## src/acrd_pkg.sv

```systemverilog
// constants and types for the array clock and set/reset distribution block
package acrd_pkg;
   // ************************************************************
   // array geometry
   // ************************************************************
   localparam int ACRD_NUM_GCB = 8;
   localparam int ACRD_NUM_FAST = 4;
   localparam int ACRD_NUM_CORNER = 4;
   localparam int ACRD_NUM_COL = 4;
   localparam int ACRD_SEC_PER_COL = 2;
   localparam int ACRD_NUM_SEC = ACRD_NUM_COL * ACRD_SEC_PER_COL;
   localparam int ACRD_CELLS_PER_SEC = 4;
   localparam int ACRD_NUM_CELL = ACRD_NUM_SEC * ACRD_CELLS_PER_SEC;
   localparam int ACRD_NUM_UIO = 8;

   // ************************************************************
   // synchronised pin bundle layout
   // ************************************************************
   localparam int ACRD_PIN_GCB_LSB = 0;
   localparam int ACRD_PIN_FAST_LSB = 8;
   localparam int ACRD_PIN_CORNER_LSB = 12;
   localparam int ACRD_PIN_P4_LSB = 16;
   localparam int ACRD_PIN_P5_LSB = 24;
   localparam int ACRD_PIN_UIO_LSB = 32;
   localparam int ACRD_PIN_D_LSB = 40;
   localparam int ACRD_PIN_W = 72;

   // ************************************************************
   // register byte offsets (apb, 32-bit words)
   // ************************************************************
   localparam logic [11:0] ACRD_OFS_CTRL = 12'h000;
   localparam logic [11:0] ACRD_OFS_STATUS = 12'h004;
   localparam logic [11:0] ACRD_OFS_COL_BASE = 12'h010;
   localparam logic [11:0] ACRD_OFS_SEC_BASE = 12'h040;
   localparam logic [11:0] ACRD_OFS_CELL_BASE = 12'h100;
   localparam logic [11:0] ACRD_OFS_CELL_Q = 12'h200;
   localparam logic [11:0] ACRD_OFS_SEC_LVL = 12'h204;

   // ************************************************************
   // field positions
   // ************************************************************
   localparam int ACRD_CTRL_DONE_BIT = 0;
   localparam int ACRD_CTRL_INJ_LSB = 8;
   localparam int ACRD_CTRL_GSR_LSB = 16;
   localparam int ACRD_SEC_CLK_SRC_BIT = 0;
   localparam int ACRD_SEC_CLK_MODE_LSB = 1;
   localparam int ACRD_SEC_SR_SRC_BIT = 3;
   localparam int ACRD_SEC_SR_INV_BIT = 4;
   localparam int ACRD_CELL_SETS_BIT = 0;
   localparam int ACRD_CELL_ACT_HIGH_BIT = 1;
   localparam int ACRD_CELL_FALL_BIT = 2;
   localparam int ACRD_CELL_INIT_SET_BIT = 3;

   // column selector codes above the global buses
   localparam logic [3:0] ACRD_COL_SEL_FAST_A = 4'h8;
   localparam logic [3:0] ACRD_COL_SEL_FAST_B = 4'h9;

   // ************************************************************
   // values after reset
   // ************************************************************
   localparam logic [3:0] ACRD_RST_COL = 4'h0;
   localparam logic [4:0] ACRD_RST_SEC = 5'h00;
   localparam logic [3:0] ACRD_RST_CELL = 4'h0;

   typedef enum logic [1:0] {
      ACRD_CLK_PASS = 2'b00,
      ACRD_CLK_INV = 2'b01,
      ACRD_CLK_TIE0 = 2'b11
   } acrd_clk_mode_t;
endpackage : acrd_pkg

```

## src/acrd_top.sv

```systemverilog
// array clock and set/reset distribution with apb configuration
// limitations: pin clocks are sampled by the system clock, so they must
// stay below half its rate; set/reset reaches the cells at the fourth system
// clock edge after the pin changes, which stands in for the asynchronous action of the real cell
//
// Local design decisions: the address map and the APB register port.
`timescale 1ns/1ps
`default_nettype none
module acrd_top (
   // clock and reset
   input wire logic CLK,
   input wire logic RST_B,
   // apb slave
   input wire logic PSEL,
   input wire logic PENABLE,
   input wire logic PWRITE,
   input wire logic [11:0] PADDR,
   input wire logic [31:0] PWDATA,
   output logic [31:0] PRDATA,
   output logic PREADY,
   output logic PSLVERR,
   // clock pins
   input wire logic [acrd_pkg::ACRD_NUM_GCB-1:0] GLOBAL_CLOCK_BUS,
   input wire logic FAST_CLOCK_LEFT_A,
   input wire logic FAST_CLOCK_LEFT_B,
   input wire logic FAST_CLOCK_RIGHT_A,
   input wire logic FAST_CLOCK_RIGHT_B,
   input wire logic [acrd_pkg::ACRD_NUM_CORNER-1:0] CORNER_DERIVED_CLOCK,
   // express buses and user io
   input wire logic [acrd_pkg::ACRD_NUM_SEC-1:0] PLANE4_EXPRESS,
   input wire logic [acrd_pkg::ACRD_NUM_SEC-1:0] PLANE5_EXPRESS,
   input wire logic [acrd_pkg::ACRD_NUM_UIO-1:0] USER_IO,
   // cell registers
   input wire logic [acrd_pkg::ACRD_NUM_CELL-1:0] CELL_D,
   output logic [acrd_pkg::ACRD_NUM_CELL-1:0] CELL_Q,
   // delivered sector signals
   output logic [acrd_pkg::ACRD_NUM_SEC-1:0] SECTOR_CLK,
   output logic [acrd_pkg::ACRD_NUM_SEC-1:0] SECTOR_SR,
   output logic CONFIG_DONE
);
   import acrd_pkg::*;

   // ************************************************************
   // state
   // ************************************************************
   typedef struct packed {
      logic [ACRD_PIN_W-1:0] meta_q;
      logic [ACRD_PIN_W-1:0] pin_q;
      logic done_q;
      logic live_q;
      logic [ACRD_NUM_GCB-1:0] inject_q;
      logic [2:0] gsr_sel_q;
      logic [ACRD_NUM_COL-1:0][3:0] col_q;
      logic [ACRD_NUM_SEC-1:0][4:0] sec_q;
      logic [ACRD_NUM_CELL-1:0][3:0] cell_cfg_q;
      logic [ACRD_NUM_SEC-1:0] sclk_q;
      logic [ACRD_NUM_SEC-1:0] sclk_prev_q;
      logic [ACRD_NUM_SEC-1:0] ssr_q;
      logic [ACRD_NUM_CELL-1:0] cell_q;
      logic pready_q;
      logic pslverr_q;
      logic [31:0] prdata_q;
   } acrd_state_t;

   acrd_state_t s_q;
   acrd_state_t s_d;

   // ************************************************************
   // next state
   // ************************************************************
   always_comb begin
      logic [ACRD_NUM_GCB-1:0] gbus;
      logic [ACRD_NUM_FAST-1:0] fast;
      logic [ACRD_NUM_CORNER-1:0] corner;
      logic [ACRD_NUM_SEC-1:0] p4;
      logic [ACRD_NUM_SEC-1:0] p5;
      logic [ACRD_NUM_UIO-1:0] uio;
      logic [ACRD_NUM_CELL-1:0] din;
      logic [ACRD_NUM_COL-1:0] colclk;
      logic gsr;
      logic src;
      logic chosen;
      logic lvl;
      logic act;
      logic edge_seen;
      logic [3:0] sel;
      logic [4:0] sc;
      logic [3:0] cc;
      logic [31:0] rd;
      logic hit;
      logic wr;
      int c;
      int s;
      gbus = '0;
      fast = '0;
      corner = '0;
      p4 = '0;
      p5 = '0;
      uio = '0;
      din = '0;
      colclk = '0;
      gsr = 1'b0;
      src = 1'b0;
      chosen = 1'b0;
      lvl = 1'b0;
      act = 1'b0;
      edge_seen = 1'b0;
      sel = '0;
      sc = '0;
      cc = '0;
      rd = '0;
      hit = 1'b0;
      wr = 1'b0;
      c = 0;
      s = 0;
      s_d = s_q;

      // two-stage synchroniser for every pin input
      s_d.meta_q = {
         CELL_D,
         USER_IO,
         PLANE5_EXPRESS,
         PLANE4_EXPRESS,
         CORNER_DERIVED_CLOCK,
         FAST_CLOCK_RIGHT_B,
         FAST_CLOCK_RIGHT_A,
         FAST_CLOCK_LEFT_B,
         FAST_CLOCK_LEFT_A,
         GLOBAL_CLOCK_BUS
      };
      s_d.pin_q = s_q.meta_q;

      gbus = s_q.pin_q[ACRD_PIN_GCB_LSB +: ACRD_NUM_GCB];
      fast = s_q.pin_q[ACRD_PIN_FAST_LSB +: ACRD_NUM_FAST];
      corner = s_q.pin_q[ACRD_PIN_CORNER_LSB +: ACRD_NUM_CORNER];
      p4 = s_q.pin_q[ACRD_PIN_P4_LSB +: ACRD_NUM_SEC];
      p5 = s_q.pin_q[ACRD_PIN_P5_LSB +: ACRD_NUM_SEC];
      uio = s_q.pin_q[ACRD_PIN_UIO_LSB +: ACRD_NUM_UIO];
      din = s_q.pin_q[ACRD_PIN_D_LSB +: ACRD_NUM_CELL];

      // ************************************************************
      // global buses and column selectors
      // ************************************************************
      // each bus follows its own pin unless its corner access point is enabled
      for (int i = 0; i < ACRD_NUM_GCB; i++) begin
         if (s_q.inject_q[i]) begin
            gbus[i] = corner[i % ACRD_NUM_CORNER];
         end
      end

      for (int i = 0; i < ACRD_NUM_COL; i++) begin
         sel = s_q.col_q[i];
         if (sel[3] == 1'b0) begin
            colclk[i] = gbus[sel[2:0]];
         end else if (i == 0 && sel == ACRD_COL_SEL_FAST_A) begin
            colclk[i] = fast[0];
         end else if (i == 0 && sel == ACRD_COL_SEL_FAST_B) begin
            colclk[i] = fast[1];
         end else if (i == ACRD_NUM_COL - 1 && sel == ACRD_COL_SEL_FAST_A) begin
            colclk[i] = fast[2];
         end else if (i == ACRD_NUM_COL - 1 && sel == ACRD_COL_SEL_FAST_B) begin
            colclk[i] = fast[3];
         end else begin
            // codes the column cannot use give a quiet clock, not a stray bus
            colclk[i] = 1'b0;
         end
      end

      // single global set/reset net, shared by all columns
      // fed from user io only, never from the clock pins
      gsr = uio[s_q.gsr_sel_q];

      // ************************************************************
      // sector selectors
      // ************************************************************
      for (int i = 0; i < ACRD_NUM_SEC; i++) begin
         c = i / ACRD_SEC_PER_COL;
         sc = s_q.sec_q[i];
         src = sc[ACRD_SEC_CLK_SRC_BIT] ? p4[i] : colclk[c];
         case (acrd_clk_mode_t'(sc[ACRD_SEC_CLK_MODE_LSB +: 2]))
            ACRD_CLK_PASS: begin
               lvl = src;
            end
            ACRD_CLK_INV: begin
               lvl = ~src;
            end
            ACRD_CLK_TIE0: begin
               lvl = 1'b0;
            end
            default: begin
               lvl = 1'b0;
            end
         endcase

         chosen = sc[ACRD_SEC_SR_SRC_BIT] ? gsr : p5[i];
         // every sector switches on the one done bit in the same cycle
         if (s_q.done_q) begin
            s_d.sclk_q[i] = lvl;
            s_d.ssr_q[i] = chosen ^ sc[ACRD_SEC_SR_INV_BIT];
         end else begin
            s_d.sclk_q[i] = 1'b0;
            s_d.ssr_q[i] = 1'b1;
         end
      end
      s_d.sclk_prev_q = s_q.sclk_q;
      // sector set/reset carries its configured source one cycle after done
      s_d.live_q = s_q.done_q;

      // ************************************************************
      // cell registers
      // ************************************************************
      for (int k = 0; k < ACRD_NUM_CELL; k++) begin
         s = k / ACRD_CELLS_PER_SEC;
         cc = s_q.cell_cfg_q[k];
         act = cc[ACRD_CELL_ACT_HIGH_BIT] ? s_q.ssr_q[s] : ~s_q.ssr_q[s];
         // the first done cycle still shows the forced sector level, which would
         // wrongly act on active-high cells and overwrite the initial state
         if (!s_q.live_q) begin
            act = 1'b0;
         end
         // edges are found against the level delivered one cycle earlier
         if (cc[ACRD_CELL_FALL_BIT]) begin
            edge_seen = ~s_q.sclk_q[s] & s_q.sclk_prev_q[s];
         end else begin
            edge_seen = s_q.sclk_q[s] & ~s_q.sclk_prev_q[s];
         end
         if (!s_q.done_q) begin
            s_d.cell_q[k] = 1'b1;
         end else if (act) begin
            // set/reset overrides the clock, no edge needed
            s_d.cell_q[k] = cc[ACRD_CELL_SETS_BIT];
         end else if (edge_seen) begin
            s_d.cell_q[k] = din[k];
         end
      end

      // ************************************************************
      // apb read decode
      // ************************************************************
      if (PADDR == ACRD_OFS_CTRL) begin
         hit = 1'b1;
         rd[ACRD_CTRL_DONE_BIT] = s_q.done_q;
         rd[ACRD_CTRL_INJ_LSB +: ACRD_NUM_GCB] = s_q.inject_q;
         rd[ACRD_CTRL_GSR_LSB +: 3] = s_q.gsr_sel_q;
      end

      if (PADDR == ACRD_OFS_STATUS) begin
         hit = 1'b1;
         rd[ACRD_NUM_GCB-1:0] = gbus;
         rd[ACRD_NUM_GCB +: ACRD_NUM_COL] = colclk;
         rd[16] = gsr;
      end

      if (PADDR == ACRD_OFS_CELL_Q) begin
         hit = 1'b1;
         rd = s_q.cell_q;
      end

      if (PADDR == ACRD_OFS_SEC_LVL) begin
         hit = 1'b1;
         rd[ACRD_NUM_SEC-1:0] = s_q.sclk_q;
         rd[16 +: ACRD_NUM_SEC] = s_q.ssr_q;
      end

      for (int i = 0; i < ACRD_NUM_COL; i++) begin
         if (PADDR == ACRD_OFS_COL_BASE + 12'(4 * i)) begin
            hit = 1'b1;
            rd[3:0] = s_q.col_q[i];
         end
      end

      for (int i = 0; i < ACRD_NUM_SEC; i++) begin
         if (PADDR == ACRD_OFS_SEC_BASE + 12'(4 * i)) begin
            hit = 1'b1;
            rd[4:0] = s_q.sec_q[i];
         end
      end

      for (int i = 0; i < ACRD_NUM_CELL; i++) begin
         if (PADDR == ACRD_OFS_CELL_BASE + 12'(4 * i)) begin
            hit = 1'b1;
            rd[3:0] = s_q.cell_cfg_q[i];
         end
      end

      // zero wait states: answer is set up during the setup cycle
      s_d.pready_q = PSEL & ~PENABLE;
      if (PSEL && !PENABLE) begin
         s_d.prdata_q = PWRITE ? 32'h0000_0000 : rd;
         s_d.pslverr_q = ~hit;
      end else begin
         s_d.prdata_q = 32'h0000_0000;
         s_d.pslverr_q = 1'b0;
      end

      // ************************************************************
      // apb write
      // ************************************************************
      // a write lands only in the access cycle that this slave has made ready
      wr = PSEL & PENABLE & PWRITE & s_q.pready_q & hit;
      if (wr && PADDR == ACRD_OFS_CTRL) begin
         s_d.done_q = PWDATA[ACRD_CTRL_DONE_BIT];
         s_d.inject_q = PWDATA[ACRD_CTRL_INJ_LSB +: ACRD_NUM_GCB];
         s_d.gsr_sel_q = PWDATA[ACRD_CTRL_GSR_LSB +: 3];
         // completing configuration loads every register's initial state
         if (PWDATA[ACRD_CTRL_DONE_BIT] && !s_q.done_q) begin
            for (int k = 0; k < ACRD_NUM_CELL; k++) begin
               s_d.cell_q[k] = s_q.cell_cfg_q[k][ACRD_CELL_INIT_SET_BIT];
            end
         end
      end

      for (int i = 0; i < ACRD_NUM_COL; i++) begin
         if (wr && PADDR == ACRD_OFS_COL_BASE + 12'(4 * i)) begin
            s_d.col_q[i] = PWDATA[3:0];
         end
      end

      for (int i = 0; i < ACRD_NUM_SEC; i++) begin
         if (wr && PADDR == ACRD_OFS_SEC_BASE + 12'(4 * i)) begin
            s_d.sec_q[i] = PWDATA[4:0];
         end
      end

      for (int i = 0; i < ACRD_NUM_CELL; i++) begin
         if (wr && PADDR == ACRD_OFS_CELL_BASE + 12'(4 * i)) begin
            s_d.cell_cfg_q[i] = PWDATA[3:0];
         end
      end
   end

   // ************************************************************
   // registers
   // ************************************************************
   always_ff @(posedge CLK or negedge RST_B) begin
      if (!RST_B) begin
         s_q <= '0;
         s_q.col_q <= {ACRD_NUM_COL{ACRD_RST_COL}};
         s_q.sec_q <= {ACRD_NUM_SEC{ACRD_RST_SEC}};
         s_q.cell_cfg_q <= {ACRD_NUM_CELL{ACRD_RST_CELL}};
         s_q.ssr_q <= '1;
         s_q.cell_q <= '1;
      end else begin
         s_q <= s_d;
      end
   end

   assign PRDATA = s_q.prdata_q;
   assign PREADY = s_q.pready_q;
   assign PSLVERR = s_q.pslverr_q;
   assign CELL_Q = s_q.cell_q;
   assign SECTOR_CLK = s_q.sclk_q;
   assign SECTOR_SR = s_q.ssr_q;
   assign CONFIG_DONE = s_q.done_q;
endmodule : acrd_top
`default_nettype wire

```

## config.mk

```make
export PLATFORM = sky130hd
export DESIGN_NAME = acrd_top
export DESIGN_NICKNAME = d
export VERILOG_FILES = /design/src/acrd_pkg.sv /design/src/acrd_top.sv
export SDC_FILE = /design/constraint.sdc
export NUM_CORES = 1
export LEC_CHECK = 0
export ABC_AREA = 1
export ABC_CLOCK_PERIOD_IN_PS = 3400
export BUFFER_PORTS_ARGS = -buffer_cell sky130_fd_sc_hd__buf_2
export CORE_MARGIN = 2
export CORE_UTILIZATION = 30
export CTS_CLUSTER_DIAMETER = 40
export DETAILED_ROUTE_END_ITERATION = 8
export SLEW_MARGIN = 25
export SYNTH_ARGS = -nofsm -noshare
export SYNTH_HDL_FRONTEND = slang
export SYNTH_SLANG_ARGS = --single-unit
```

## constraint.sdc

```tcl
create_clock -name CLK -period 3.4 [get_ports CLK]
set_clock_uncertainty 0.15 [all_clocks]
set_input_delay 0.17 -clock CLK [delete_from_list [all_inputs] [get_ports CLK]]
set_output_delay 0.17 -clock CLK [all_outputs]
set_load 0.005 [all_outputs]
```

After elaboration in Yosys (flattened, before gate mapping)
Cells that the tools add are included.

operators by class
  eq/ne operators = 59
  magnitude comparators = 5
  reduce and logical (&&, ||, !) cells = 58
  bitwise gates (word level) = 63
  multiplexer cells = 361

operators with widths
  cell                  number
  $eq 12x9->1 const B   32
  $mux 1                295
  $mux 4                36
  $mux 32               4
  $eq 12x7->1 const B   8
  $eq 12x5->1 const B   4
  $logic_and 1x1->1     47
  $mux 5                8
  $not 1->1             34
  $mux 33               1
  $eq 12x10->1 const B  2
  $and 1x1->1           21
  $lt 3x4->1 const B    5
  $eq 2x1->1 const B    8
  $eq 4x4->1 const B    4
  $logic_not 2->1       8
  $mux 8                2
  $pmux 1 s2            8
  $bmux 1 s3            5
  $eq 12x3->1 const B   1
  $logic_not 12->1      1
  $mux 12               1
  $mux 11               1
  $xor 1x1->1           8
  $logic_not 1->1       2

storage, ports and cells
  register bits after elaboration = 431
  output and inout bits = 83
  input port bits = 121

Depth between registers and ports, before layout
Gate-level depths: netlist of the first run.

  depth in word-level cells = 53
  depth in mapped cells = 51
  depth with buffers taken out = 51

Worst setup path before layout of the first run
OpenSTA, ideal clock, no wires.

  path kind = input-to-reg
  from = in PADDR[2]
  to = reg s_q (netlist bit PRDATA[2])
  library setup time = 0.123 ns
  arrival = 2.798 ns
  setup slack = 0.329 ns
  cell stages on the path = 40
  cells stage by stage = buf_6 > nor2_2 > nand2_2 > nor2_4 > nand2_2 > buf_2 > nand3_1 > o2111ai_1 > o21ai_1 > o21ai_1 > a21oi_1 > nand4_1 > nand2_1 > nand4_1 > nand2_1 > nand3_1 > nor2_1 > nand3b_1 > [... 4 more ...] > nand2_1 > nand2_1 > nand2_1 > nand2_1 > nand2_1 > nand3_1 > nand2_1 > nand3_1 > nand2_1 > nand3_1 > nand2_1 > nand2_1 > nand2_1 > nand3_1 > nand2_1 > nand3_1 > nand2_1 > a21oi_1

RTL lines
  element             RTL line        source
  start: declaration  acrd_top.sv:17  input wire logic [11:0] PADDR,
  end: declaration    acrd_top.sv:65  acrd_state_t s_q;

==> results.txt, run 1 <==
* Post-synthesis to final-layout area growth: 33.5%
- Top area cells in the synthesized netlist: sky130_fd_sc_hd__dfrtp_1 50%, sky130_fd_sc_hd__nand2_1 11%, sky130_fd_sc_hd__o21ai_0 8.5%
- The final critical path takes up 109% of the cycle.
- Fin Hold WS: 42.2 ps
- Reg2Reg Launch Point: s_q[280]$_DFFE_PN0P_
- The multi-input combinational cells in the finished layout cover a total of around 7100 um2.
- The total count of max-transition violations in the final report was 0.
* Layout cell share with drive strength beyond 1: 24.6%
- Status: finished, violations left
* CTS sink count: around 430
- Number of buffers created by CTS: 72
- Adding up every negative setup slack in the final design gives -610 ps.
- Most numerous cell on the critical path: sky130_fd_sc_hd__nand2_1
- Count of buffering cells on the critical path with inverters included: 0
- For this run, the post-layout net count is roughly 2800.
- During synthesis, Yosys emitted a total of 0 warnings.
* Post-route worst setup slack: -309 ps
- The path class of the tightest hold or removal check is in2async.
- Most area-hungry cell type in the Yosys netlist: sky130_fd_sc_hd__dfrtp_1
- The die is roughly 260 um tall.
- The slowest stage of the critical path belongs to the cell sky130_fd_sc_hd__dfrtp_2.
- Unrepaired setup endpoints after global routing: yes
- Post-synthesis sequential area ratio: a little under three fifths
- Synth top area share: between 40% and 50%
- Drt pass-1 iters: 5
- In this run the remaining antenna-violating nets after routing total 0.
- Violations in the final reports: setup timing
- Largest vdd supply drop: between 0.0003 and 0.0004 V
* Final hold violation count: 0
- Relative slew slack: 28.2%
* Vias in the first global route: approximately 17000
- Synthesis handed over a netlist of 2297 instances.
* Total chip power: about 0.014 W
* Bufs on Longest Clock Path: 3
* CP Class: reg2reg
- The netlist uses 50 different library cells.
* Half-perimeter wire length of the detailed placement result: between 40 and 50 mm
- TritonCTS clock tree: done
- The cell area that synthesis handed to floorplanning was 19600 um2.
- Leading cell type in the layout, fill and taps excluded: sky130_fd_sc_hd__nand2_1
- Leakage: ~12 nW
- RD Place Congestion: approximately 0.90
- After detailed routing, the total wire length is ~67 mm.
- Commonest cells after routing, fill and taps aside: 559 x sky130_fd_sc_hd__nand2_1, 390 x sky130_fd_sc_hd__dfrtp_1, 331 x sky130_fd_sc_hd__o21ai_0
- On the worst path, the slowest cell contributes a delay of 440 ps.
- Power density relative to cell area: 527 nW/um2
- Type of element launching the critical path: flip-flop
- R2r worst-path depth: 47
- The worst register-to-register path has a setup slack of -310 ps.
- Total number of placement rows: between 90 and 100
- For this run, the number of standard cells in the final layout without fillers is about 3600.
- Setup violations remaining at the end of the flow were counted as 4.
- The die covers a little under 70000 um2.
* Kind of cell adding the most delay to the critical path: simple AND/OR/NAND/NOR gates
- In this run the standard cell core region covers approximately 64000 um2.
- Total area of sequential cells: approximately 11000 um2
- For this run, the leading register cell type out of synthesis is sky130_fd_sc_hd__dfrtp_1.
- When the netlist entered floorplanning its net count stood at roughly 2400.
* Total gr overflow: 0
- After the first detailed-routing iteration, the DRC count stood at between 1000 and 1500.
* Initial Util: 30.4%
- Entering global routing, the biggest net connects 96 pins.
* Ports placed on the boundary: 204
- The worst setup path is captured at a flip-flop.
- Final period demand of the worst path: between 3000 and 4000 ps
* Highest Clock Rate: between 0.2 and 0.3 GHz
- Using the TritonRoute via totals, the vias-per-cell ratio works out to approximately 4.7.
* H-tree depth reported by CTS: 3
- For the worst setup path, the data required time is 3770 ps.
- Post-DR wirelength/cell: between 15 and 20 um
- Async SR Flop Fraction: 100%
- Across the run, the number of max-cap violations was 0.
- The later pin in the worst-skew pair is clocked with a latency of approximately 620 ps.
* Worst EP arrival: a little over 4000 ps
- Summing over every cut layer, the via total after detailed routing is 17300.
* Register bit count reported by yosys: between 400 and 500
- In this run the worst path has a maximum fanout of 4.
- Filler instances: roughly 6500
- For this run, the total global-route usage over all layers was measured as between 20% and 30%.
* Transition at the pin with the smallest max-transition slack: between 1000 and 1500 ps
- In this run the mean area of a mapped cell was ~8.5 um2.
* Clock-pin slew of the registers on the worst-case setup and hold paths: around 60 ps
- The count of buffers added on input and output ports is around 190.
* Wire length of the first global-routing pass: 102 mm
* Cell count after placement: 3418
- After detailed routing, the number of remaining DRC violations is 0.
- Worst reg2reg endpoint: PRDATA[3]$_DFF_PN0_
* Number of enable flip-flop cells after synthesis: 0
- Diodes inserted: 0
- From left edge to right edge, the die measures 259 um.
* Number of antenna violations at the first check in global routing: 1
* Root buffer selected by CTS: sky130_fd_sc_hd__clkbuf_16
## worst max-delay path by stage
stage | startpoint | end | cells past startpoint
after CTS | s_q[280]$_DFFE_PN0P_ | PRDATA[3]$_DFF_PN0_ | 47
after global routing | s_q[280]$_DFFE_PN0P_ | PRDATA[3]$_DFF_PN0_ | 47
after floorplan | PADDR[2] | PRDATA[2]$_DFF_PN0_ | 40
final | s_q[280]$_DFFE_PN0P_ | PRDATA[3]$_DFF_PN0_ | 47
after detailed placement | PADDR[5] | PRDATA[3]$_DFF_PN0_ | 51
after global placement | PADDR[5] | PRDATA[3]$_DFF_PN0_ | 51
## flip-flops by register name, indices dropped and copies added (netlist names)
signal,count
PSLVERR,1
SECTOR_SR,8
SECTOR_CLK,8
CONFIG_DONE,1
CELL_Q,32
s_d,72
PRDATA,32
PREADY,1
s_q,276
## layer usage
| layer | wire [um] | GRT usage (%) | up-vias |
|---|---|---|---|
| li1 | - | - | 8381 |
| met1 | 28800 | 26.1 | 8230 |
| met2 | 30800 | 31.5 | 526 |
| met3 | 4340 | 4.14 | 150 |
| met4 | 3150 | 10.0 | 2 |
| met5 | 13 | 0 | - |
## stage by stage
| step | area (um2) | utilization (%) | setup slack, ps |
|---|---|---|---|
| 2_1_floorplan | 19600 | - | 329 |
| 3_3_place_gp | 22500 | 35.0 | -571 |
| 3_5_place_dp | 22500 | 35.0 | -570 |
| 4_1_cts | 26100 | 40.4 | -284 |
| 5_1_grt | 26100 | 40.5 | -809 |
| 6_report | 26100 | 40.5 | -309 |
## timing repair
action,in CTS,in global routing
hold buffers,90,0
endpoints found under the hold margin,196,0
pin swaps,2,17
setup endpoints to repair,4,4
setup buffers,0,2
gates resized for setup,16,12
## cells by family after synthesis
| kind of cell | share of synthesized area [%] |
|---|---|
| flip-flops | 55.3 |
| buffers and inverters | 9.06 |
| multiplexers | 0.109 |
| XOR/XNOR | 0.0895 |
| AND/OR/NAND/NOR | 18.8 |
| AO/OA/AOI/OAI | 16.6 |
## synthesized netlist by cell type, types with 9 or more instances
| cell type | n |
|---|---|
| sky130_fd_sc_hd__o21ai_0 | 334 |
| sky130_fd_sc_hd__dfrtp_1 | 391 |
| sky130_fd_sc_hd__nand4_1 | 13 |
| sky130_fd_sc_hd__nor4_1 | 18 |
| sky130_fd_sc_hd__clkbuf_1 | 43 |
| sky130_fd_sc_hd__nand3_1 | 47 |
| sky130_fd_sc_hd__nand2_1 | 564 |
| sky130_fd_sc_hd__dfstp_2 | 40 |
| sky130_fd_sc_hd__a32oi_1 | 11 |
| sky130_fd_sc_hd__nor2_2 | 23 |
| sky130_fd_sc_hd__inv_1 | 219 |
| sky130_fd_sc_hd__inv_2 | 37 |
| sky130_fd_sc_hd__buf_4 | 80 |
| sky130_fd_sc_hd__a21oi_1 | 182 |
| sky130_fd_sc_hd__or2_2 | 9 |
| sky130_fd_sc_hd__nor3_1 | 34 |
| sky130_fd_sc_hd__nor2_1 | 137 |
| sky130_fd_sc_hd__o211ai_1 | 20 |
## power breakdown
| part | switching (W) | total [W] | leakage [nW] | internal [W] |
|---|---|---|---|---|
| Clock | 0.00280 | 0.00772 | 1.25 | 0.00492 |
| Combinational | 0.000423 | 0.000687 | 5.39 | 0.000264 |
| Sequential | 0.0000766 | 0.00536 | 5.46 | 0.00528 |
| Total | 0.00330 | 0.0138 | 12.1 | 0.0105 |
## layout make-up
cell class / count / share of cell area (%)
Clock buffer: 87 / 7.54
Clock inverter: 47 / 2.35
Tap cell: 855 / 4.09
Multi-Input combinational cell: 1477 / 27.1
Timing Repair Buffer: 485 / 13.7
Sequential cell: 431 / 41.5
Inverter: 260 / 3.74
No activity file was read; power rests on OpenSTA's default activity.
==> inputs of run 2 (changes only) <==
ABC_AREA = default   (was 1)
==> results.txt, run 2 <==
- The post-route setup TNS is 0 ps (+610 ps).
- The final routed wirelength across all metal layers came to 75.6 mm (+13%).
* Largest vdd supply drop: 0.000297 V (-12%)
* Drt pass-1 iters: 6 (+1)
* Post-CTS setup repair buffer count: 0 (unchanged)
- Most area-hungry cell type in the Yosys netlist: sky130_fd_sc_hd__dfrtp_1
* Total die area: 72000 um2 (+7.0%)
- The die boundary width was 268 um (+3.4%).
- Leaving out fill and tap cells, the most frequent cells in the layout are 390 x sky130_fd_sc_hd__dfrtp_1, 204 x sky130_fd_sc_hd__mux2_2, 185 x sky130_fd_sc_hd__buf_2.
- Transition at the pin with the smallest max-transition slack: 1100 ps (+24.6 ps)
* Top area cells in the synthesized netlist: sky130_fd_sc_hd__dfrtp_1 47%, sky130_fd_sc_hd__mux2_2 11%, sky130_fd_sc_hd__dfstp_2 5.0%
- Insertion delay of the later-clocked pin in the worst-skew pair: 630 ps (about the same)
- In the synthesized netlist, the cells that appear most often are 391 x sky130_fd_sc_hd__dfrtp_1, 204 x sky130_fd_sc_hd__mux2_2, 114 x sky130_fd_sc_hd__nor2_1, 105 x sky130_fd_sc_hd__nand2_1, 103 x sky130_fd_sc_hd__o21ai_0.
- The proportion of register bits with asynchronous set or reset after synthesis came to 100% (unchanged).
- The critical path is of the reg2reg type.
- Iter 0 DRT Violations: 1371 (-3.8%)
- Final hold violation count: 0 (unchanged)
- The routed length on met2 was 38.0 mm (+23%).
- Leakage: 11.6 nW (-4.6%)
* Synth top area share: 46.7% (-3.3 points)
* Combinational fraction of design power: 4.6% (-0.4 points)
- Final setup violation count: 0 (-4)
- Portion of total power attributed to the clock network: 56.7% (+0.6 points)
- Kind of path behind the tightest hold check: in2async
* Root buffer selected by CTS: sky130_fd_sc_hd__clkbuf_16
- Vertical extent of the die: 268 um (+3.4%)
* # DRC: 0 (unchanged)
- Core Region: 68900 um2 (+7.0%)
- Met3 wire length: 4.66 mm (+7.4%)
- Half-perimeter wire length of the detailed placement result: 54.3 mm (+14%)
- The ratio of total power to cell area came to 516 nW/um2 (-2.1%).
- Switching share of power: 23.1% (-0.84 points)
* Initial Util: 30.4% (+0.035 points)
- Total net switching power: 0.00315 W (-4.6%)
- The share of cells above drive strength 1 came to 32.4% (+7.8 points).
* Largest net degree at the start of global routing: 86 (-10%)
- Net count reported at finish: 2265 (-20%)
* Cell area after layout: 26400 um2 (+1.0%)
- TritonCTS clock tree: done
- Worst EP arrival: 3250 ps (-830 ps)
- Register with the highest flop count: s_q
- Post-synth net total: 2004 (-17%)
- The number of antenna violations at the first check in global routing is 1 (unchanged).
- In this run the worst setup path begins at s_q[282]$_DFFE_PN0P_.
- The detailed-route via count is 16900 (-2.3%).
- sky130_fd_sc_hd__dfrtp_1 is the most common cell in the netlist.
* Crit share post-route: 86.1% (-23 points)
* Leading cell type in the layout, fill and taps excluded: sky130_fd_sc_hd__dfrtp_1
- Wire length of the first global-routing pass: 113 mm (+11%)
* M1 wire length: 30.5 mm (+6.0%)
* Placed Area: 22900 um2 (+1.6%)
* Max FFs per register: 276 (unchanged)
- The leftover overflow at the end of global routing came to 0 (unchanged).
* Vias in the first global route: 17500 (+3.5%)
- Type of element launching the critical path: flip-flop
- The final weighted congestion of routability-driven global placement is 0.952 (+6.1%).
- Status: finished, final reports clean
- Fin Hold WS: 16.0 ps (-26.2 ps)
* Internal power component: 0.0105 W (about the same)
- Highest Signal Layer: met4
- Total of buffers placed on input and output ports: 187 (unchanged)
- The number of unique standard cell types used by synthesis was 77 (+54%).
- The post-cts gate resize count was 0 (-16).
- The number of rows in the core area is 96 (+3.2%).
- Via/cell ratio: 5.39 (+14%)
- Routed Antenna Nets: 0 (unchanged)
- The H-tree depth was 3 (unchanged).
* CP Capture Type: flip-flop
- Setup repair after global routing left no endpoint under its margin.
* Bufs on Longest Clock Path: 3 (unchanged)
* Mean instance size in the synthesized netlist: 11.1 um2 (+31%)
- Number of buffers created by CTS: 73 (+1.4%)
- Summed instance area of the synthesized netlist: 21000 um2 (+7.1%)
* CTS sink count: 431 (unchanged)
* Sequential power share: 38.7% (-0.2 points)
- Total global-route track usage: 21.1% (+1.1 points)
* Clock-pin slew of the registers on the worst-case setup and hold paths: 50 ps (about the same)
* Post-synthesis to final-layout area growth: 25.9%
- CP max FO: 5 (+1)
* Final period demand of the worst path: 2930 ps (-783 ps)
* Post-DR wirelength/cell: 24.1 um (+31%)
* Total chip power: 0.0136 W (-1.1%)
* Yosys warning total: 0 (unchanged)
- The count of filler cells inserted in the layout was 6827 (+5.3%).
- Final Max Slew Viols: 0 (unchanged)
- Register bit count reported by yosys: 431 (unchanged)
- The critical path data required time is 3730 ps (-40 ps).
- Ports placed on the boundary: 204 (unchanged)
- Reg2Reg Launch Point: s_q[282]$_DFFE_PN0P_
- Highest Clock Rate: 0.342 GHz (+27%)
- Number of instances in the synthesized netlist: 1883 (-18%)
- Post-synthesis sequential area ratio: 51.7% (-3.7 points)
- The count of flip-flops with a built-in enable after synthesis is 0 (unchanged).
- Max-cap viol count: 0 (unchanged)
* Dominant synthesized flop cell: sky130_fd_sc_hd__dfrtp_1
* Relative slew slack: 26.7% (-1.5 points)
## run 2: changes by cell type in the layout (fill, tap and decap cells not counted), sizes merged, moves of 27 or more
cell and change:
inv -249, nor2b +55, a21oi -111, o21ai -235, nand2 -467, a22oi +27, nand2b +31, a31oi +42
xnor2 +44, nor2 -47, a2bb2oi +32, mux2 +203, buf -94
## run 2: what timing repair did
| item | in CTS | in global routing |
|---|---|---|
| endpoints found under the hold margin | 199 | 0 |
| hold buffers | 88 | 0 |
| endpoints found under the setup margin | 0 | 0 |
## run 2: critical path, cell delays in order, from the launching register on
cell and delay [ps]:
sky130_fd_sc_hd__dfrtp_1 440, sky130_fd_sc_hd__mux2i_1 260, sky130_fd_sc_hd__mux4_2 510, sky130_fd_sc_hd__nand2_1 70
sky130_fd_sc_hd__o21ai_0 70, sky130_fd_sc_hd__o21ai_0 460, sky130_fd_sc_hd__buf_4 250, sky130_fd_sc_hd__mux2i_1 80
sky130_fd_sc_hd__xor2_1 150, sky130_fd_sc_hd__nor3b_1 350
## run 2: cells by family after synthesis
group	after synthesis	synth area share [%]
xor gates and xnor gates	48	2.01
AOI/OAI and AO/OA	453	14.7
muxes	241	13.4
and+or+nand+nor	491	12.4
buffers and inverters	219	5.80
DFF	431	51.7
## run 2: path summary, 6_finish.rpt
kind	to	slack, ps	cells past startpoint
worst max-delay path	SECTOR_CLK[6]$_DFF_PN0_	470	9
max in group asynchronous	SECTOR_SR[0]$_DFF_PN1_	2160	3
worst max register to register	SECTOR_CLK[6]$_DFF_PN0_	470	9
worst min-delay path	s_q[214]$_DFFE_PN0P_	20	2
min in group CLK	PSLVERR$_DFF_PN0_	40	3
worst min register to register	s_q[333]$_DFF_PN0_	170	0
## run 2: power groups by stage
stage	clock (W)	sequential, W	combinational [W]
6_report	0.00772	0.00526	0.000633
5_1_grt	0.00813	0.00527	0.000688
4_1_cts	0.00789	0.00526	0.000635
3_5_place_dp	0	0.00535	0.000555
3_3_place_gp	0	0.00535	0.000548
2_1_floorplan	0	0.00533	0.000205
## run 2: final cells by class
type	instances	area, um2	area share [%]
repair buffers	389	2800	10.6
clock inverters	49	667	2.53
flip-flops and latches	431	10800	41.1
well taps	931	1160	4.41
clock buffers	84	1940	7.35
diodes	2	5.00	0.0190
multi-input cells	1233	8920	33.8
inverters	16	60.1	0.228
## run 2: stage by stage
stage	instances	setup slack (ps)	utilization, %
final	3135	474	38.3
after global routing	3134	411	38.3
after CTS	3133	575	38.3
after detailed placement	2912	202	33.2
after global placement	2912	202	33.2
after floorplan	1883	991	-
## run 2: per-layer routing
| layer | vias up | GRT usage, % |
|---|---|---|
| li1 | 7450 | - |
| met1 | 8688 | 26.2 |
| met2 | 623 | 36.1 |
| met3 | 136 | 4.21 |
| met4 | 0 | 8.14 |
| met5 | - | 0 |
